==> src/asp_consts.svh <==
`ifndef ASP_CONSTS_SVH
`define ASP_CONSTS_SVH
// Register offsets (word indices of 32-bit words; byte address is index times four)
`define ASP_IDX_BD_HIGH     3'h0
`define ASP_IDX_BD_LOW      3'h1
`define ASP_IDX_LINE_CTRL   3'h2
`define ASP_IDX_MAIN_CTRL   3'h3
`define ASP_IDX_MAIN_STAT   3'h4
`define ASP_IDX_AUX_STAT    3'h5
`define ASP_IDX_DATA_HIGH   3'h6
`define ASP_IDX_DATA_LOW    3'h7
`define ASP_IDX_IRQ_STAT    4'h8
`define ASP_IDX_IRQ_MASK    4'h9
// Field positions
`define ASP_BIT_ALT_MAP     7
`define ASP_BIT_INFRARED    7
`define ASP_BIT_TX_ON       3
`define ASP_BIT_RX_ON       2
`define ASP_BIT_TXPOL       4
`define ASP_BIT_RXPOL       3
// Reset values
`define ASP_RST_BD_HIGH     8'h00
`define ASP_RST_BD_LOW      8'h04
`define ASP_RST_BYTE        8'h00
// Events: bit0 rx falling edge, bit1 tick, bit2 reload with a changed divisor
`define ASP_IRQ_BITS        3
`define ASP_OVERSAMPLE      4'hF
`endif

==> src/asp_pkg.sv <==
package asp_pkg;
	typedef struct packed {
		logic        read;
		logic        write;
		logic [5:0]  address;
		logic [31:0] writedata;
	} asp_req_t;
	typedef struct packed {
		logic        tx_data;
		logic        tx_oe;
	} asp_pin_t;
	typedef enum logic [1:0] {
		ASP_ST_STOPPED = 2'b00,
		ASP_ST_RUN     = 2'b01,
		ASP_ST_HELD    = 2'b10
	} asp_gen_t;
endpackage

==> src/asp_serial_port.sv <==
// Summary of operation
// (RULE1) Transmit pin idles high in both formats, floats while transmitter is off.
// (RULE2) Receiver sees a high serial input as an idle line.
// (RULE3) Serial input ignored completely while receiver is off.
// (RULE4) Reserved locations and bits ignore writes and read back zero.
// (RULE5) Alternate map clear: offsets 0..2 are divisor high, divisor low, line control.
// (RULE6) Alternate map set: offsets 0..2 are alternate registers; 3..7 unchanged.
// (RULE7) Alternate map bit resets to zero.
// (RULE8) Rate is clock over divisor, or clock over twice divisor[15:1] in infrared.
// (RULE9) Baud generator stopped after reset until transmitter or receiver first enabled.
// (RULE10) Generator held off when divisor[15:4] or, infrared, divisor[15:5] is zero.
// (RULE11) New divisor loaded only at start of next sample clock period.
// (RULE12) Software should write both divisor bytes together in one access; here each byte has its own word offset and needs its own write.
// (RULE13) Same behaviour in normal, special and emulation chip modes.
// (RULE14) Down-counter reloaded from divisor; each underflow gives one sample tick.
`include "asp_consts.svh"
`timescale 1ns/1ps
`default_nettype none
module asp_serial_port (
	// Clock and reset
	input  wire logic               mclk_i,
	input  wire logic               rst_b_i,
	// Avalon-MM slave
	input  wire asp_pkg::asp_req_t  avs_req_i,
	output var  logic [31:0]        avs_readdata_o,
	output var  logic               avs_waitrequest_o,
	// Serial pins
	input  wire logic               rxd_i,
	output var  logic               txd_o,
	output var  logic               txd_oe_o,
	// Sample tick and interrupt
	output var  logic               rx_sample_clock_o,
	output var  logic               irq_o
);
	import asp_pkg::*;

	// Registers
	logic [7:0]  bd_high_q, bd_low_q, line_ctrl_q, main_ctrl_q, aux_q;
	logic [7:0]  alt_stat_q, alt_int_q, alt_ctrl_q, data_high_q, data_low_q;
	logic [15:0] div_act_q, cnt_q;
	logic [`ASP_IRQ_BITS-1:0] irq_stat_q, irq_mask_q;
	logic        started_q, ack_q, rx_m_q, rx_s_q, rx_prev_q;
	asp_gen_t    gen_q;

	// Bus decode; a one-cycle wait gives registered read data
	wire         acc      = (avs_req_i.read | avs_req_i.write) & ~ack_q;
	// Writes commit on the answer edge, while the master still holds the request
	wire         wr       = avs_req_i.write & ack_q;
	wire  [3:0]  idx      = avs_req_i.address[5:2];
	wire         alt_map  = aux_q[`ASP_BIT_ALT_MAP];
	wire  [7:0]  wb       = avs_req_i.writedata[7:0];
	wire         ir_on    = alt_ctrl_q[`ASP_BIT_INFRARED];
	wire         tx_on    = main_ctrl_q[`ASP_BIT_TX_ON];
	wire         rx_on    = main_ctrl_q[`ASP_BIT_RX_ON];
	wire         rx_line  = rx_on ? rx_s_q : 1'b1; // Off receiver reads idle [RULE3]

	function automatic logic hit(input logic [3:0] i, input logic [3:0] k);
		hit = (i == k) & wr;
	endfunction

	// Shared offsets switch with the alternate map bit
	wire w_bdh  = hit(idx, {1'b0, `ASP_IDX_BD_HIGH})   & ~alt_map;   // [RULE5]
	wire w_bdl  = hit(idx, {1'b0, `ASP_IDX_BD_LOW})    & ~alt_map;   // [RULE5]
	wire w_lc   = hit(idx, {1'b0, `ASP_IDX_LINE_CTRL}) & ~alt_map;   // [RULE5]
	wire w_ast  = hit(idx, {1'b0, `ASP_IDX_BD_HIGH})   & alt_map;    // [RULE6]
	wire w_aint = hit(idx, {1'b0, `ASP_IDX_BD_LOW})    & alt_map;    // [RULE6]
	wire w_actl = hit(idx, {1'b0, `ASP_IDX_LINE_CTRL}) & alt_map;    // [RULE6]
	wire w_mc   = hit(idx, {1'b0, `ASP_IDX_MAIN_CTRL});
	wire w_aux  = hit(idx, {1'b0, `ASP_IDX_AUX_STAT});
	wire w_dh   = hit(idx, {1'b0, `ASP_IDX_DATA_HIGH});
	wire w_dl   = hit(idx, {1'b0, `ASP_IDX_DATA_LOW});
	wire w_is   = hit(idx, `ASP_IDX_IRQ_STAT);
	wire w_im   = hit(idx, `ASP_IDX_IRQ_MASK);

	// Read mux; reserved bits and unmapped words read zero
	// Data is captured on the request edge, so it stands during the answer cycle
	// Software sees only the low byte; the rest of the word is always zero
	logic [7:0] rd_byte;
	always_comb begin
		case (idx)
			4'h0:    rd_byte = alt_map ? {alt_stat_q[7], 4'h0, alt_stat_q[2:0]} : bd_high_q;
			4'h1:    rd_byte = alt_map ? {alt_int_q[7], 5'h00, alt_int_q[1:0]} : bd_low_q;
			4'h2:    rd_byte = alt_map ? {alt_ctrl_q[7:5], 2'h0, alt_ctrl_q[2:0]} : line_ctrl_q;
			4'h3:    rd_byte = main_ctrl_q;
			4'h4:    rd_byte = {5'h00, rx_line, 2'h0}; // High line reads idle [RULE2]
			4'h5:    rd_byte = {aux_q[7], 2'h0, aux_q[4:0]};
			4'h6:    rd_byte = {data_high_q[7:6], 6'h00};
			4'h7:    rd_byte = data_low_q;
			4'h8:    rd_byte = {5'h00, irq_stat_q};
			4'h9:    rd_byte = {5'h00, irq_mask_q};
			default: rd_byte = 8'h00; // [RULE4]
		endcase
	end

	// Register writes; reserved bits are masked off
	always_ff @(posedge mclk_i or negedge rst_b_i) begin
		if (!rst_b_i) begin
			bd_high_q   <= `ASP_RST_BD_HIGH;
			bd_low_q    <= `ASP_RST_BD_LOW;
			line_ctrl_q <= `ASP_RST_BYTE;
			main_ctrl_q <= `ASP_RST_BYTE;
			aux_q       <= `ASP_RST_BYTE; // [RULE7]
			alt_stat_q  <= `ASP_RST_BYTE;
			alt_int_q   <= `ASP_RST_BYTE;
			alt_ctrl_q  <= `ASP_RST_BYTE;
			data_high_q <= `ASP_RST_BYTE;
			data_low_q  <= `ASP_RST_BYTE;
			irq_mask_q  <= '0;
		end else begin
			if (w_bdh)  bd_high_q   <= wb;
			if (w_bdl)  bd_low_q    <= wb;
			if (w_lc)   line_ctrl_q <= wb;
			if (w_ast)  alt_stat_q  <= alt_stat_q & ~(wb & 8'h83); // W1C flags [RULE4]
			if (w_aint) alt_int_q   <= wb & 8'h83; // [RULE4]
			if (w_actl) alt_ctrl_q  <= wb & 8'hE7; // [RULE4]
			if (w_mc)   main_ctrl_q <= wb;
			if (w_aux)  aux_q       <= wb & 8'h9F; // [RULE4]
			if (w_dh)   data_high_q <= wb & 8'h40; // [RULE4]
			if (w_dl)   data_low_q  <= wb;
			if (w_im)   irq_mask_q  <= avs_req_i.writedata[`ASP_IRQ_BITS-1:0];
		end
	end

	// Bus answer: waitrequest low one cycle after request is seen
	// Fixed latency keeps the slave simple; back to back requests cost two cycles
	// The ack flop also blocks a second capture while the request still stands
	always_ff @(posedge mclk_i or negedge rst_b_i) begin
		if (!rst_b_i) begin
			ack_q          <= 1'b0;
			avs_readdata_o <= 32'h0000_0000;
		end else begin
			ack_q          <= acc;
			avs_readdata_o <= acc ? {24'h00_0000, rd_byte} : avs_readdata_o;
		end
	end
	assign avs_waitrequest_o = ~ack_q;

	// Input synchroniser; first stage feeds only the second
	// Edge detector resets to the idle level so reset gives no false edge
	always_ff @(posedge mclk_i or negedge rst_b_i) begin
		if (!rst_b_i) begin
			rx_m_q    <= 1'b1;
			rx_s_q    <= 1'b1;
			rx_prev_q <= 1'b1;
		end else begin
			rx_m_q    <= rxd_i;
			rx_s_q    <= rx_m_q;
			rx_prev_q <= rx_line; // Off receiver reads idle [RULE3] [RULE2]
		end
	end

	// Generator enable and rate; same in every chip mode [RULE13]
	// A too small divisor stops ticks at once, even mid period
	// Infrared clears divisor bit zero, giving twice the upper fifteen bits
	wire        div_ok   = ir_on ? ({bd_high_q, bd_low_q[7:5]} != 11'h000)
	                             : ({bd_high_q, bd_low_q[7:4]} != 12'h000); // [RULE10]
	wire [15:0] div_new  = ir_on ? {bd_high_q, bd_low_q[7:1], 1'b0}
	                             : {bd_high_q, bd_low_q}; // [RULE8]
	wire        under    = (cnt_q == 16'h0001);
	wire        running  = (gen_q == ASP_ST_RUN);
	wire        tick     = running & under & div_ok; // [RULE10]
	wire        go       = started_q & div_ok;
	wire        rx_fall  = rx_prev_q & ~rx_line;

	// Down-counter reloads at each sample period start [RULE14] [RULE11]
	always_ff @(posedge mclk_i or negedge rst_b_i) begin
		if (!rst_b_i) begin
			started_q <= 1'b0;
			gen_q     <= ASP_ST_STOPPED;
			div_act_q <= 16'h0000;
			cnt_q     <= 16'h0000;
		end else begin
			started_q <= started_q | tx_on | rx_on; // [RULE9]
			case (gen_q)
				ASP_ST_STOPPED: if (go) begin
					gen_q     <= ASP_ST_RUN;
					div_act_q <= div_new;
					cnt_q     <= div_new;
				end
				ASP_ST_RUN: if (!div_ok) begin
					gen_q <= ASP_ST_HELD; // [RULE10]
				end else if (under) begin
					div_act_q <= div_new; // [RULE11]
					cnt_q     <= div_new;
				end else begin
					cnt_q <= cnt_q - 16'h0001;
				end
				ASP_ST_HELD: if (div_ok) gen_q <= ASP_ST_STOPPED;
				default: gen_q <= ASP_ST_STOPPED;
			endcase
		end
	end

	// Sticky events, write one to clear; set beats clear
	// Interrupt is registered from the next status so it never lags a set
	wire [`ASP_IRQ_BITS-1:0] ev  = {tick & (div_new != div_act_q), tick, rx_fall};
	wire [`ASP_IRQ_BITS-1:0] clr = w_is ? avs_req_i.writedata[`ASP_IRQ_BITS-1:0] : '0;
	always_ff @(posedge mclk_i or negedge rst_b_i) begin
		if (!rst_b_i) begin
			irq_stat_q <= '0;
			irq_o      <= 1'b0;
		end else begin
			irq_stat_q <= (irq_stat_q & ~clr) | ev;
			irq_o      <= |(((irq_stat_q & ~clr) | ev) & irq_mask_q);
		end
	end

	// Pins: idle high, floated while transmitter off; pol swaps level
	// No transmitter here, so the pin only ever shows its idle level
	always_ff @(posedge mclk_i or negedge rst_b_i) begin
		if (!rst_b_i) begin
			txd_o             <= 1'b1;
			txd_oe_o          <= 1'b0;
			rx_sample_clock_o <= 1'b0;
		end else begin
			txd_o             <= ~aux_q[`ASP_BIT_TXPOL]; // [RULE1]
			txd_oe_o          <= tx_on; // [RULE1]
			rx_sample_clock_o <= tick; // [RULE14]
		end
	end

	// Assertions
	property p_rst_map; // [RULE7]
		@(posedge mclk_i) $rose(rst_b_i) |-> !aux_q[`ASP_BIT_ALT_MAP];
	endproperty
	a_rst_map: assert property (p_rst_map) else $error("alt map not zero after reset");
	property p_tx_float; // [RULE1]
		@(posedge mclk_i) disable iff (!rst_b_i) !tx_on |=> !txd_oe_o;
	endproperty
	a_tx_float: assert property (p_tx_float) else $error("tx driven while off");
	property p_no_start; // [RULE9]
		@(posedge mclk_i) disable iff (!rst_b_i) !started_q |-> gen_q == ASP_ST_STOPPED;
	endproperty
	a_no_start: assert property (p_no_start) else $error("generator ran before enable");
	property p_held; // [RULE10]
		@(posedge mclk_i) disable iff (!rst_b_i) !div_ok |=> !tick;
	endproperty
	a_held: assert property (p_held) else $error("tick with small divisor");
	property p_reload; // [RULE11]
		@(posedge mclk_i) disable iff (!rst_b_i) tick |=> cnt_q == $past(div_new);
	endproperty
	a_reload: assert property (p_reload) else $error("reload missed");
	property p_stable_div; // [RULE11]
		@(posedge mclk_i) disable iff (!rst_b_i) (running && !under) |=> $stable(div_act_q);
	endproperty
	a_stable_div: assert property (p_stable_div) else $error("divisor changed mid period");
	property p_rx_ign; // [RULE3]
		@(posedge mclk_i) disable iff (!rst_b_i) !rx_on |=> !irq_stat_q[0] || $past(irq_stat_q[0]);
	endproperty
	a_rx_ign: assert property (p_rx_ign) else $error("rx event while receiver off");
	property p_res_zero; // [RULE4]
		@(posedge mclk_i) disable iff (!rst_b_i) (acc && idx > 4'h9) |=> avs_readdata_o == 0;
	endproperty
	a_res_zero: assert property (p_res_zero) else $error("reserved read not zero");
	property p_ack; // Bus answer after one wait cycle
		@(posedge mclk_i) disable iff (!rst_b_i) acc |=> !avs_waitrequest_o ##1 avs_waitrequest_o;
	endproperty
	a_ack: assert property (p_ack) else $error("bus answer timing wrong");
	c_tick: cover property (@(posedge mclk_i) disable iff (!rst_b_i) tick);
	c_alt: cover property (@(posedge mclk_i) disable iff (!rst_b_i) w_actl);
	c_irq: cover property (@(posedge mclk_i) disable iff (!rst_b_i) $rose(irq_o));
	c_held: cover property (@(posedge mclk_i) disable iff (!rst_b_i) gen_q == ASP_ST_HELD);
	c_rx: cover property (@(posedge mclk_i) disable iff (!rst_b_i) rx_fall);

	// Transmitter on drives the pin
	property p_oe_on; // [RULE1]
		@(posedge mclk_i) disable iff (!rst_b_i) tx_on |=> txd_oe_o;
	endproperty
	a_oe_on: assert property (p_oe_on) else $error("tx not driven while on");

	// Normal polarity idles high
	property p_tx_idle; // [RULE1]
		@(posedge mclk_i) disable iff (!rst_b_i) !aux_q[`ASP_BIT_TXPOL] |=> txd_o;
	endproperty
	a_tx_idle: assert property (p_tx_idle) else $error("tx not idle high");

	// Generator stopped out of reset
	property p_rst_gen; // [RULE9]
		@(posedge mclk_i) $rose(rst_b_i) |-> gen_q == ASP_ST_STOPPED && !started_q;
	endproperty
	a_rst_gen: assert property (p_rst_gen) else $error("generator not stopped at reset");

	// Held generator returns through stopped
	property p_held_stop; // [RULE10]
		@(posedge mclk_i) disable iff (!rst_b_i) (gen_q == ASP_ST_HELD && div_ok) |=> gen_q == ASP_ST_STOPPED;
	endproperty
	a_held_stop: assert property (p_held_stop) else $error("held generator stuck");

	// Counter steps down by one between underflows
	property p_count_down; // [RULE14]
		@(posedge mclk_i) disable iff (!rst_b_i) (running && !under && div_ok) |=> cnt_q == $past(cnt_q) - 16'h0001;
	endproperty
	a_count_down: assert property (p_count_down) else $error("counter did not step");

	// Every underflow reaches the tick output
	property p_tick_out; // [RULE14]
		@(posedge mclk_i) disable iff (!rst_b_i) tick |=> rx_sample_clock_o;
	endproperty
	a_tick_out: assert property (p_tick_out) else $error("tick lost");

	// Tick is a single cycle pulse
	property p_tick_pulse; // [RULE14]
		@(posedge mclk_i) disable iff (!rst_b_i) rx_sample_clock_o |=> !rx_sample_clock_o;
	endproperty
	a_tick_pulse: assert property (p_tick_pulse) else $error("tick longer than one cycle");

	// Rate taken from the divisor at the reload
	property p_rate; // [RULE8]
		@(posedge mclk_i) disable iff (!rst_b_i) tick |=> div_act_q == $past(div_new);
	endproperty
	a_rate: assert property (p_rate) else $error("active divisor wrong");

	// Off receiver reads an idle line
	property p_rx_off_stat; // [RULE3]
		@(posedge mclk_i) disable iff (!rst_b_i) (!rx_on && acc && idx == 4'h4) |=> avs_readdata_o[2];
	endproperty
	a_rx_off_stat: assert property (p_rx_off_stat) else $error("off receiver not idle");

	// High input reads as idle
	property p_idle_stat; // [RULE2]
		@(posedge mclk_i) disable iff (!rst_b_i) (rx_on && rx_s_q && acc && idx == 4'h4) |=> avs_readdata_o[2];
	endproperty
	a_idle_stat: assert property (p_idle_stat) else $error("high line not idle");

	// Unused upper bits of the word read zero
	property p_upper_zero; // [RULE4]
		@(posedge mclk_i) disable iff (!rst_b_i) avs_readdata_o[31:8] == 24'h00_0000;
	endproperty
	a_upper_zero: assert property (p_upper_zero) else $error("upper read bits set");

	// Reserved alternate status bits read zero
	property p_alt_res; // [RULE4]
		@(posedge mclk_i) disable iff (!rst_b_i) (acc && alt_map && idx == 4'h0) |=> avs_readdata_o[6:3] == 4'h0;
	endproperty
	a_alt_res: assert property (p_alt_res) else $error("reserved status bits set");

	// Clear map shows the divisor low byte
	property p_map_low; // [RULE5]
		@(posedge mclk_i) disable iff (!rst_b_i) (acc && !alt_map && idx == 4'h1) |=> avs_readdata_o[7:0] == $past(bd_low_q);
	endproperty
	a_map_low: assert property (p_map_low) else $error("divisor low not mapped");

	// Set map hides the divisor from writes
	property p_map_alt; // [RULE6]
		@(posedge mclk_i) disable iff (!rst_b_i) (wr && alt_map && idx == 4'h1) |=> $stable(bd_low_q);
	endproperty
	a_map_alt: assert property (p_map_alt) else $error("divisor written in alternate map");

	// Event wins over a clear in the same cycle
	property p_set_wins;
		@(posedge mclk_i) disable iff (!rst_b_i) tick |=> irq_stat_q[1];
	endproperty
	a_set_wins: assert property (p_set_wins) else $error("tick event lost");

	// Write one clears a flag
	property p_w1c;
		@(posedge mclk_i) disable iff (!rst_b_i) (w_is && avs_req_i.writedata[1] && !tick) |=> !irq_stat_q[1];
	endproperty
	a_w1c: assert property (p_w1c) else $error("flag not cleared");

	// Interrupt follows unmasked status
	property p_irq_level;
		@(posedge mclk_i) disable iff (!rst_b_i) !w_im |=> irq_o == |(irq_stat_q & irq_mask_q);
	endproperty
	a_irq_level: assert property (p_irq_level) else $error("irq level wrong");

	// Writes only commit in the answer cycle
	property p_write_wait;
		@(posedge mclk_i) disable iff (!rst_b_i) wr |-> !avs_waitrequest_o;
	endproperty
	a_write_wait: assert property (p_write_wait) else $error("write before answer");
endmodule
`default_nettype wire

==> config.mk <==
export PLATFORM = sky130hd
export DESIGN_NAME = asp_serial_port
export DESIGN_NICKNAME = d
export VERILOG_FILES = /design/src/asp_pkg.sv /design/src/asp_serial_port.sv
export VERILOG_INCLUDE_DIRS = /design/src
export SDC_FILE = /design/constraint.sdc
export NUM_CORES = 1
export LEC_CHECK = 0
export ABC_AREA = 1
export CORE_MARGIN = 5
export CORE_UTILIZATION = 45
export DETAILED_ROUTE_END_ITERATION = 6
export DONT_BUFFER_PORTS = 1
export GPL_TIMING_DRIVEN = 0
export HOLD_SLACK_MARGIN = 0.12
export PLACE_DENSITY_LB_ADDON = 0.15
export SYNTH_ARGS = -nofsm -noshare
export SYNTH_HDL_FRONTEND = slang
export SYNTH_SLANG_ARGS = --single-unit
==> constraint.sdc <==
create_clock -name mclk_i -period 1.7 [get_ports mclk_i]
set_input_delay 0.17 -clock mclk_i [delete_from_list [all_inputs] [get_ports mclk_i]]
set_output_delay 0.17 -clock mclk_i [all_outputs]
set_load 0.05 [all_outputs]
## After elaboration in Yosys (flattened, before gate mapping)

Index checks and enable logic that the tools add are counted.

| word-level totals | value |
|---|---|
| flip-flop bits (word level) | 121 |
| latch bits | 0 |
| bits in writable memories | 0 |
| ROM bits | 0 |
| input bits | 43 |
| output and inout bits | 37 |
| logic and storage cells | 107 |
| memories kept | 0 |

| operators by class | value |
|---|---|
| add/sub/neg operators | 1 |
| multipliers | 0 |
| divide/modulo/power cells | 0 |
| magnitude comparators | 0 |
| eq/ne operators | 18 |
| shift-type cells | 0 |
| multiplexer cells | 19 |
| bitwise gates (word level) | 35 |
| reduce and logical (&&, ||, !) cells | 9 |

Operator list:

| operator | number |
|---|---|
| 16-bit 2-to-1 mux | 5 |
| 8-bit one-hot mux with 10 select lines | 1 |
| 16-bit one-hot mux with 2 select lines | 2 |
| 8-bit 2-to-1 mux | 3 |
| 1-bit bitwise AND | 22 |
| 16-bit by 1-bit == test with 1-bit output (second input constant) | 1 |
| 4-bit by 3-bit == test with 1-bit output (second input constant) | 4 |
| 16-bit inequality test | 1 |
| 16-bit by 1-bit subtractor with 16-bit output (second input constant) | 1 |
| 12-bit nonzero test | 1 |
| 11-bit nonzero test | 1 |
| 2-bit inequality test (second input constant) | 5 |
| 8-bit bitwise AND | 1 |
| 4-bit by 2-bit == test with 1-bit output (second input constant) | 2 |
| 4-bit == test (second input constant) | 2 |
| 8-bit inverter | 1 |
| 3-bit bitwise AND | 2 |
| 2-bit 2-to-1 mux | 3 |
| 2-bit one-hot mux with 3 select lines | 1 |
| 3-bit AND reduction | 2 |
| 4-bit by 1-bit == test with 1-bit output (second input constant) | 1 |
| 4-bit zero test | 1 |
| 1-bit inverter | 4 |
| 4-bit AND reduction | 1 |
| other kinds (10) | 14 |

## Logic depth before layout (Yosys ltp)

Gate-level depths: netlist of the first run.

| logic depth | value |
|---|---|
| depth after elaboration | 8 |
| depth in mapped cells | 11 |
| gate-level depth less buffers | 11 |

## Worst setup path before layout of the first run

No wires, ideal clock.

| timing path | value |
|---|---|
| kind | register to register |
| from | register bd_high_q[2] |
| to | register cnt_q[8] |
| library setup time | 0.122 ns |
| arrival | 1.327 ns |
| setup slack | 0.251 ns |
| cell stages (with the launch flop) | 8 |
| clock period less this slack | 1.449 ns |
| path through | dfrtp_1 -> nor2_1 -> nand4_2 -> o21bai_4 -> a21oi_4 -> buf_6 -> nand2_2 -> nand3_2 |

| between the ends | value |
|---|---|
| word-level cells in the longest chain between the ends | 5 |
| elaborated cells on any way between the ends | 7 |
| those cells by class | eq/ne (2); mux (1); bitwise (1); reduce/logical (3) |

Ends and longest elaborated chain:

| what | RTL line | source |
|---|---|---|
| from (decl) | asp_serial_port.sv:38 | `logic [7:0] bd_high_q, bd_low_q, line_ctrl_q, main_ctrl_q, aux_q;` |
| from (signal assigned) | asp_serial_port.sv:98 | `` bd_high_q <= `ASP_RST_BD_HIGH; `` |
| from (signal assigned) | asp_serial_port.sv:110 | `if (w_bdh) bd_high_q <= wb;` |
| 12-bit nonzero test / 11-bit nonzero test (equally long branches) | asp_serial_port.sv:156, asp_serial_port.sv:155 |  |
| 1-bit 2-to-1 mux * | asp_serial_port.sv:155 | `wire div_ok = ir_on ? ({bd_high_q, bd_low_q[7:5]} != 11'h000)` |
| 1-bit bitwise AND | asp_serial_port.sv:162 | `wire go = started_q & div_ok;` |
| 2-bit inequality test (no line) | n/a |  |
| 3-bit AND reduction (no line) * | n/a |  |
| to (signal assigned) | asp_serial_port.sv:178 | `cnt_q <= div_new;` |
| to (signal assigned) | asp_serial_port.sv:184 | `cnt_q <= div_new;` |
| to (signal assigned) | asp_serial_port.sv:186 | `cnt_q <= cnt_q - 16'h0001;` |
| to (decl) | asp_serial_port.sv:40 | `logic [15:0] div_act_q, cnt_q;` |

Mark *: on every way between the ends. The rest lies on a longest branch, timed or not.
A chain may end at the register's enable or synchronous reset.

## Worst setup path in the final report of the first run

| timing path | value |
|---|---|
| from | register cnt_q[10] |
| to | register div_act_q[15] |

| between the ends | value |
|---|---|
| word-level cells in the longest chain between the ends | 3 |

Ends and longest elaborated chain:

| what | RTL line | source |
|---|---|---|
| 16-bit by 1-bit == test with 1-bit output | asp_serial_port.sv:159 | `wire under = (cnt_q == 16'h0001);` |
| 2-bit inequality test (no line) | n/a |  |
| 4-bit AND reduction (no line) | n/a |  |
| to (signal assigned) | asp_serial_port.sv:177 | `div_act_q <= div_new;` |
| to (signal assigned) | asp_serial_port.sv:183 | `div_act_q <= div_new;` |
| to (decl) | asp_serial_port.sv:40 |  |

No other way between the ends.

==> results of run 1 <==
-- cells in the mapped netlist, drive strengths merged --
master    n
o21ai    92
inv      71
o211ai    1
buf      41
dfrtp   111
nand3    43
nor3      6
nor4      1
nand3b    1
dfstp     5
o21a      1
clkinv    1
nand2   274
o21bai    1
a21boi    3
ha        2
nor2     52
nand4     7
a21oi    14
conb      1
xor2      7
xnor2     7
o31ai     1
-- timing repair --
action / 4_1_cts / 5_1_grt
gates resized for setup: 2 / 49
pin swaps: 1 / 8
endpoints found under the setup margin: 32 / 36
setup buffers: 2 / 26
endpoints found under the hold margin: 149 / 116
cloned: 0 / 2
-- layer usage --
layer | vias up | track usage | share of wire
met5 | - | 0 | 0
met4 | 0 | 0.0700 | 0.025
met3 | 32 | 0.0588 | 0.050
met2 | 123 | 0.352 | 0.51
met1 | 2422 | 0.254 | 0.41
li1 | 2487 | - | -
-- metrics by stage --
step                 util  hold WS, ns  setup slack [ns]  std cells  power, mW
global route        0.566       -0.575           -0.0326       1017       13.1
finish              0.566       -0.553            0.0429       1017       12.3
floorplan               -       -0.126             0.251        766       7.05
global placement    0.480       -0.121            -0.105        942       7.73
CTS                 0.536       -0.564           0.00254        989       11.5
detailed placement  0.480       -0.121            -0.132        942       7.87
-- power breakdown --
group          leakage, nW  internal, mW  switching [mW]
Sequential            1.48          3.51           0.806
Clock                0.272          2.23            1.33
Combinational         1.94          1.94            2.48
Total                 3.70          7.68            4.62
-- state kept, by name (all words and copies together) (netlist names), 2 cells and up --
name            count
alt_ctrl_q          6
irq_stat_q          3
data_low_q          8
cnt_q              16
aux_q               6
line_ctrl_q         8
gen_q               2
alt_stat_q          3
irq_mask_q          3
main_ctrl_q         8
bd_low_q            8
avs_readdata_o      8
alt_int_q           3
div_act_q          16
bd_high_q           8
-- worst max-delay path, delay by kind of cell, from the launching register on --
kind,cells,cell delay [ns]
flops,1,0.44
buf+inv,2,0.30
compound gates,2,0.24
simple gates,5,0.60
-- path summary, 6_finish.rpt --
kind / from / to / slack [ns]
setup / recovery: cnt_q[10] / div_act_q[15] / 0.04
setup reg to reg: cnt_q[10] / div_act_q[15] / 0.04
hold reg to reg: rx_m_q / rx_s_q / 0.36
max in group asynchronous: rst_b_i / txd_o / 2.03
min in group mclk_i: avs_req_i[3] / main_ctrl_q[3] / 0.14
hold / removal: rst_b_i / cnt_q[1] / -0.55
-- cell families (layout without fill, tap and decap cells) --
| kind of cell | count (synthesis) | after routing | synth area share |
|---|---|---|---|
| AND/OR/NAND/NOR | 384 | 384 | 0.287 |
| flip-flops | 116 | 116 | 0.483 |
| AO/OA/AOI/OAI | 113 | 113 | 0.110 |
| buffers and inverters | 113 | 188 | 0.0946 |
| XOR/XNOR | 14 | 14 | 0.0203 |
| adder cells (fa/ha/maj) | 2 | 2 | 0.00415 |
| other | 1 | 24 | 0.000622 |
-- layout make-up --
class,count,area [sq um]
Multi-Input combinational cell,537,2740
Clock inverter,11,129
Clock buffer,21,460
Timing Repair Buffer,43,407
Tap cell,176,220
Inverter,72,270
Buffer,41,323
Sequential cell,116,2930
Fill cell,1185,5720
==> metrics.md, run 1 <==
| Metric | Value |
|---|---|
| Synth top area share | `0.461` |
| Post-place instance area | `~6300 sq um` |
| Max_cap viols | `0` |
| PortBufs | `0` |
| Commonest non-fill, non-tap cells in the layout | `251 x nand2_1, 98 x dfrtp_1, 64 x inv_1, 61 x o21ai_0, 54 x buf_4` |
| Setup TNS | `0 ns` |
| Syn_area_per_cell | `8.11 sq um` |
| #FFs+latches synth | `around 120` |
| Die Ht | `roughly 130 microns` |
| Ports | `80` |
| Final setup fails | `0` |
| Pwr Density | `1650 nW/um^2` |
| CTS tree | `yes` |
| Sink Count | `116` |
| Worst Reg-to-Reg Cells | `9` |
| DRC Markers | `0` |
| Setup crit start kind | `register` |
| DRT antenna net count | `0` |
| F_max | `603 MHz` |
| Design Area, Final | `around 7500 sq um` |
| Synthesis warning total | `0` |
| Synthesized instance count | `around 740` |
| Cell accounting for the most synthesized area | `dfrtp_1` |
| First-pass GRT wire length | `about 26000 microns` |
| Netlist cell types | `37` |
| Die W | `around 130 microns` |
| RSZ-0062 raised after global routing | `yes` |
| Area growth syn-to-layout | `23.9%` |
| Initial Util | `0.457` |
| Worst-path fanout max | `6` |
| Final max-slew violation count | `0` |
| Clock Path Buffers | `2` |
| Critical path class | `register to register` |
| Post-CTS Hold Fix Bufs | `13` |
| TritonCTS buffer count | `17` |
| Rows | `42` |
| Critical Path AT | `about 2.0 ns` |
| Vias | `between 5k and 6k` |
| Final hold vios | `116` |
| Die ar. | `around 16000 sq um` |
| Leak pwr | `3.70 nW` |
| Minimum clock period | `around 1.7 ns` |
| Hold crit path type | `input pin to async pin` |
| Final nets | `873` |
| Gr ovfl total | `0` |
| Routed WL | `16000 microns` |
| Routability cong. | `slightly below 0.9` |
| Most common cell after layout, fill and taps aside | `nand2_1` |
| Pre-antenna DRT Iters | `5` |
| DR iter-0 viols | `between 200 and 300` |
| Worst-path cell chain | `nor2_4 > nand2_1 > nor2_2 > nand2_2 > a21oi_4 > buf_12 > clkbuf_16 > nand2_2 > o21ai_2` |
| Mapped Area | `around 6000 sq um` |
| Layout cell share with drive strength beyond 1 | `0.247` |
| Vias in the first global route | `5148` |
| DR WL/cell | `roughly 16 microns` |
| Inserted Diodes | `0` |
| Worst EP required | `roughly 2.0 ns` |
| Largest net degree at the start of global routing | `between 100 and 150` |
| Floorplan core area | `approximately 13000 sq um` |
| WHS | `-0.553 ns` |
| Sequential element share of the synthesized area | `0.483` |
| Initial antenna violation count | `0` |
| Outcome | `complete, but fails checks` |
| Synth area leaders | `dfrtp_1 46%, nand2_1 16%, o21ai_0 5.2%, inv_1 4.2%, buf_4 3.2%` |
| Worst-skew pair later-pin latency | `approximately 0.42 ns` |
| Most frequent CP cell | `nand2_2` |
| Clk_skew | `just under 0.009 ns` |
| Final HPWL DP | `10900 microns` |
| Crit. End Element | `register` |
| Via-to-Cell Ratio | `about 5` |
| CTS H-tree lvls | `4` |
| Clock Pin Slew Worst Setup and Hold Paths | `~0.050 ns` |
| Final Cycle Share | `0.975` |
| Clock root buffer | `clkbuf_16` |
| Peak VDD IR | `approximately 0.8 mV` |
| Worst stage delay on the critical path | `0.44 ns` |
| Overall routing resource usage | `0.207` |
| Failing checks | `negative hold slack` |
| Critical-path top delay cell | `dfrtp_2` |
Note: power is estimated with default switching activity, not from simulation.
==> run 2, diff against run 1 <==
--- a/config.mk
+++ b/config.mk
@@ -6,7 +6,6 @@
 export SDC_FILE = /design/constraint.sdc
 export NUM_CORES = 1
 export LEC_CHECK = 0
-export ABC_AREA = 1
 export CORE_MARGIN = 5
 export CORE_UTILIZATION = 45
 export DETAILED_ROUTE_END_ITERATION = 6
@@ -14,6 +13,7 @@
 export GPL_TIMING_DRIVEN = 0
 export HOLD_SLACK_MARGIN = 0.12
 export PLACE_DENSITY_LB_ADDON = 0.15
+export REMOVE_ABC_BUFFERS = 1
 export SYNTH_ARGS = -nofsm -noshare
 export SYNTH_HDL_FRONTEND = slang
 export SYNTH_SLANG_ARGS = --single-unit
==> metrics.md, run 2 <==
| Metric | Value |
|---|---|
| Die W | `124 microns (was 126 microns)` |
| Vias in the first global route | `4547 (was 5148)` |
| Commonest non-fill, non-tap cells in the layout | `95 x dfrtp_1, 61 x mux2_2, 54 x buf_4, 24 x conb_1, 21 x a21oi_1 (was 251 x nand2_1, 98 x dfrtp_1, 64 x inv_1, 61 x o21ai_0, 54 x buf_4)` |
| Mapped Area | `5870 sq um (was 6030 sq um)` |
| RSZ-0062 raised after global routing | `yes (unchanged)` |
| Top cells by count, synth | `111 x dfrtp_1, 68 x mux2_2, 29 x o21ai_0 (was 254 x nand2_1, 111 x dfrtp_1, 67 x inv_1)` |
| Final HPWL DP | `9580 microns (was 10900 microns)` |
| TritonCTS buffer count | `17 (unchanged)` |
| Peak VDD IR | `0.773 mV (was 0.796 mV)` |
| Sink Count | `116 (unchanged)` |
| Netlist cell types | `61 (was 37)` |
| Synth top area share | `0.474 (was 0.461)` |
| Sw frac | `0.327 (was 0.375)` |
| Outcome | `complete, but fails checks (unchanged)` |
| Top flop regs | `cnt_q (16), div_act_q (16) (unchanged)` |
| Clock Path Buffers | `2 (unchanged)` |
| Net switching power | `3.94 mW (was 4.62 mW)` |
| Worst-path fanout max | `6 (unchanged)` |
| Vias | `4516 (was 5064)` |
| Final setup fails | `34 (was 0)` |
| Pwr Density | `1570 nW/um^2 (was 1650 nW/um^2)` |
| Via-to-Cell Ratio | `5.87 (was 4.98)` |
| Post-CTS Hold Fix Bufs | `15 (was 13)` |
| Pre-CTS WS | `-0.870 ns (was -0.132 ns)` |
| Area growth syn-to-layout | `30.3% (was 23.9%)` |
| Max_cap viols | `0 (unchanged)` |
| Final max-slew violation count | `0 (unchanged)` |
| Most used DFF post-synth | `dfrtp_1 (unchanged)` |
| Internal | `8.10 mW (was 7.68 mW)` |
| Initial antenna violation count | `0 (unchanged)` |
| Most common cell after layout, fill and taps aside | `dfrtp_1 (was nand2_1)` |
| DRC Markers | `0 (unchanged)` |
| Setup TNS | `-4.16 ns (was 0 ns)` |
| Clock Pin Slew Worst Setup and Hold Paths | `0.06 ns (was 0.05 ns)` |
| Final hold vios | `116 (unchanged)` |
| Clk_skew | `0.00608 ns (was 0.00890 ns)` |
| Rows | `41 (was 42)` |
| Floorplan core area | `12700 sq um (was 13200 sq um)` |
| Slew @ Worst Pin | `1.08 ns` |
| Synthesized instance count | `510 (was 743)` |
| EDFF count, synth | `0 (unchanged)` |
| DR WL/cell | `21.3 microns (was 15.8 microns)` |
| Routability cong. | `0.792 (was 0.886)` |
| Leak pwr | `3.33 nW (was 3.70 nW)` |
| F_max | `525 MHz (was 603 MHz)` |
| Clock Power Share | `0.339 (was 0.290)` |
| Inserted Diodes | `0 (unchanged)` |
| Pre-antenna DRT Iters | `5 (unchanged)` |
| Crit. End Element | `register (unchanged)` |
| Critical path class | `register to register (unchanged)` |
| Gr ovfl total | `0 (unchanged)` |
| Comb power frac | `0.296 (was 0.359)` |
| PortBufs | `0 (unchanged)` |
| Slew HR | `0.267` |
| Ports | `80 (unchanged)` |
| Top-count cell post-synth | `dfrtp_1 (was nand2_1)` |
| Hold crit path type | `input pin to async pin (unchanged)` |
| Synth area leaders | `dfrtp_1 47%, mux2_2 13%, buf_4 3.1%, o21ai_0 2.5%, a21oi_1 2.4% (was dfrtp_1 46%, nand2_1 16%, o21ai_0 5.2%, inv_1 4.2%, buf_4 3.2%)` |
| #FFs+latches synth | `116 (unchanged)` |
| First-pass GRT wire length | `25800 microns (about the same)` |
| Layout cell share with drive strength beyond 1 | `0.427 (was 0.247)` |
| Final Cycle Share | `1.12 (was 0.975)` |
| DR iter-0 viols | `390 (was 281)` |
| Initial Util | `0.461 (was 0.457)` |
| Sequential element share of the synthesized area | `0.496 (was 0.483)` |
| Routed WL | `16400 microns (was 16000 microns)` |
| Overall routing resource usage | `0.225 (was 0.207)` |
| Worst EP required | `2.00 ns (was 2.04 ns)` |
| Worst-skew pair later-pin latency | `0.42 ns (about the same)` |
| DRT antenna net count | `0 (unchanged)` |
| Cell accounting for the most synthesized area | `dfrtp_1 (unchanged)` |
| Failing checks | `negative hold slack, negative setup slack (was negative hold slack)` |
| Sequential share of power | `0.365 (was 0.351)` |
| Synthesis warning total | `0 (unchanged)` |
| Clock root buffer | `clkbuf_16 (unchanged)` |
| Die ar. | `15400 sq um (was 15800 sq um)` |
| CTS tree | `yes (unchanged)` |
| CTS H-tree lvls | `4 (unchanged)` |
| Setup crit start kind | `register (unchanged)` |
| Final nets | `629 (was 873)` |
| Ys async rst share | `1.00 (unchanged)` |
| Die Ht | `124 microns (was 126 microns)` |
| Worst setup margin | `-0.204 ns (was 0.0429 ns)` |
| Minimum clock period | `1.90 ns (was 1.66 ns)` |
| Critical Path AT | `2.20 ns (was 2.00 ns)` |
| WHS | `-0.555 ns (was -0.553 ns)` |
| Syn_area_per_cell | `11.5 sq um (was 8.11 sq um)` |
| Largest net degree at the start of global routing | `117 (unchanged)` |
[run 2: cell families after synthesis]
logic type                 count (synthesis)  share of synthesized area
xor gates and xnor gates                  16                     0.0239
adders and majority gates                  2                    0.00427
other                                      1                   0.000639
and+or+nand+nor                          119                      0.119
DFF                                      116                      0.496
AOI/OAI and AO/OA                        112                      0.130
muxes                                     84                      0.166
buffers and inverters                     60                     0.0610
[run 2: repair_timing]
action	4_1_cts	5_1_grt
gates resized for setup	86	37
pin swaps	34	16
gates cloned	5	0
buffers inserted	47	15
endpoints found under the setup margin	102	76
endpoints found under the hold margin	186	116
[run 2: per-layer routing]
metal | vias up | GRT usage | part of all wire
li1 | 1996 | - | -
met1 | 2341 | 0.309 | 0.45
met2 | 147 | 0.340 | 0.47
met3 | 32 | 0.0627 | 0.064
met4 | 0 | 0.0876 | 0.024
met5 | - | 0 | 0
[run 2: cell type report]
class	count	area [sq um]
tap	172	215
clock buffer	19	443
clock inverter	13	230
fill	1017	5080
timing repair buffer	77	677
inverter	11	52.6
sequential	116	2930
multi-input combinational	361	3090
[run 2: power groups by stage]
stage	registers (mW)	logic, mW	clock network [mW]
floorplan	4.13	1.84	0
global placement	4.36	2.10	0
detailed placement	4.38	2.17	0
CTS	4.38	3.30	4.12
global route	4.48	3.82	4.26
finish	4.39	3.56	4.08
[run 2: through the flow]
step / utilization / area [sq um] / total power, mW / hold slack, ns / cells
6_report: 0.601 / 7640 / 12.0 / -0.555 / 769
5_1_grt: 0.601 / 7640 / 12.6 / -0.573 / 769
4_1_cts: 0.582 / 7400 / 11.8 / -0.567 / 754
3_5_place_dp: 0.460 / 5850 / 6.55 / -0.121 / 656
3_3_place_gp: 0.460 / 5850 / 6.46 / -0.122 / 656
2_1_floorplan: - / 5640 / 5.97 / -0.126 / 484
[run 2: worst paths after layout]
kind | startpoint | cells after the start | slack (ns) | end
hold / removal | rst_b_i | 0 | -0.56 | cnt_q[6]
setup / recovery | bd_high_q[0] | 6 | -0.20 | div_act_q[12]
hold reg to reg | rx_m_q | 0 | 0.35 | rx_s_q
setup reg to reg | bd_high_q[0] | 6 | -0.20 | div_act_q[12]
max in group asynchronous | rst_b_i | 0 | 2.01 | rx_m_q
min in group mclk_i | avs_req_i[37] | 3 | 0.18 | main_ctrl_q[5]
[run 2: worst max-delay path: stages, from the launching register on]
cell	delay, ns
dfrtp_2	0.48
nor3_2	0.07
o2111a_2	0.19
or3_4	0.38
nor2_8	0.19
clkbuf_16	0.18
mux2_4	0.29
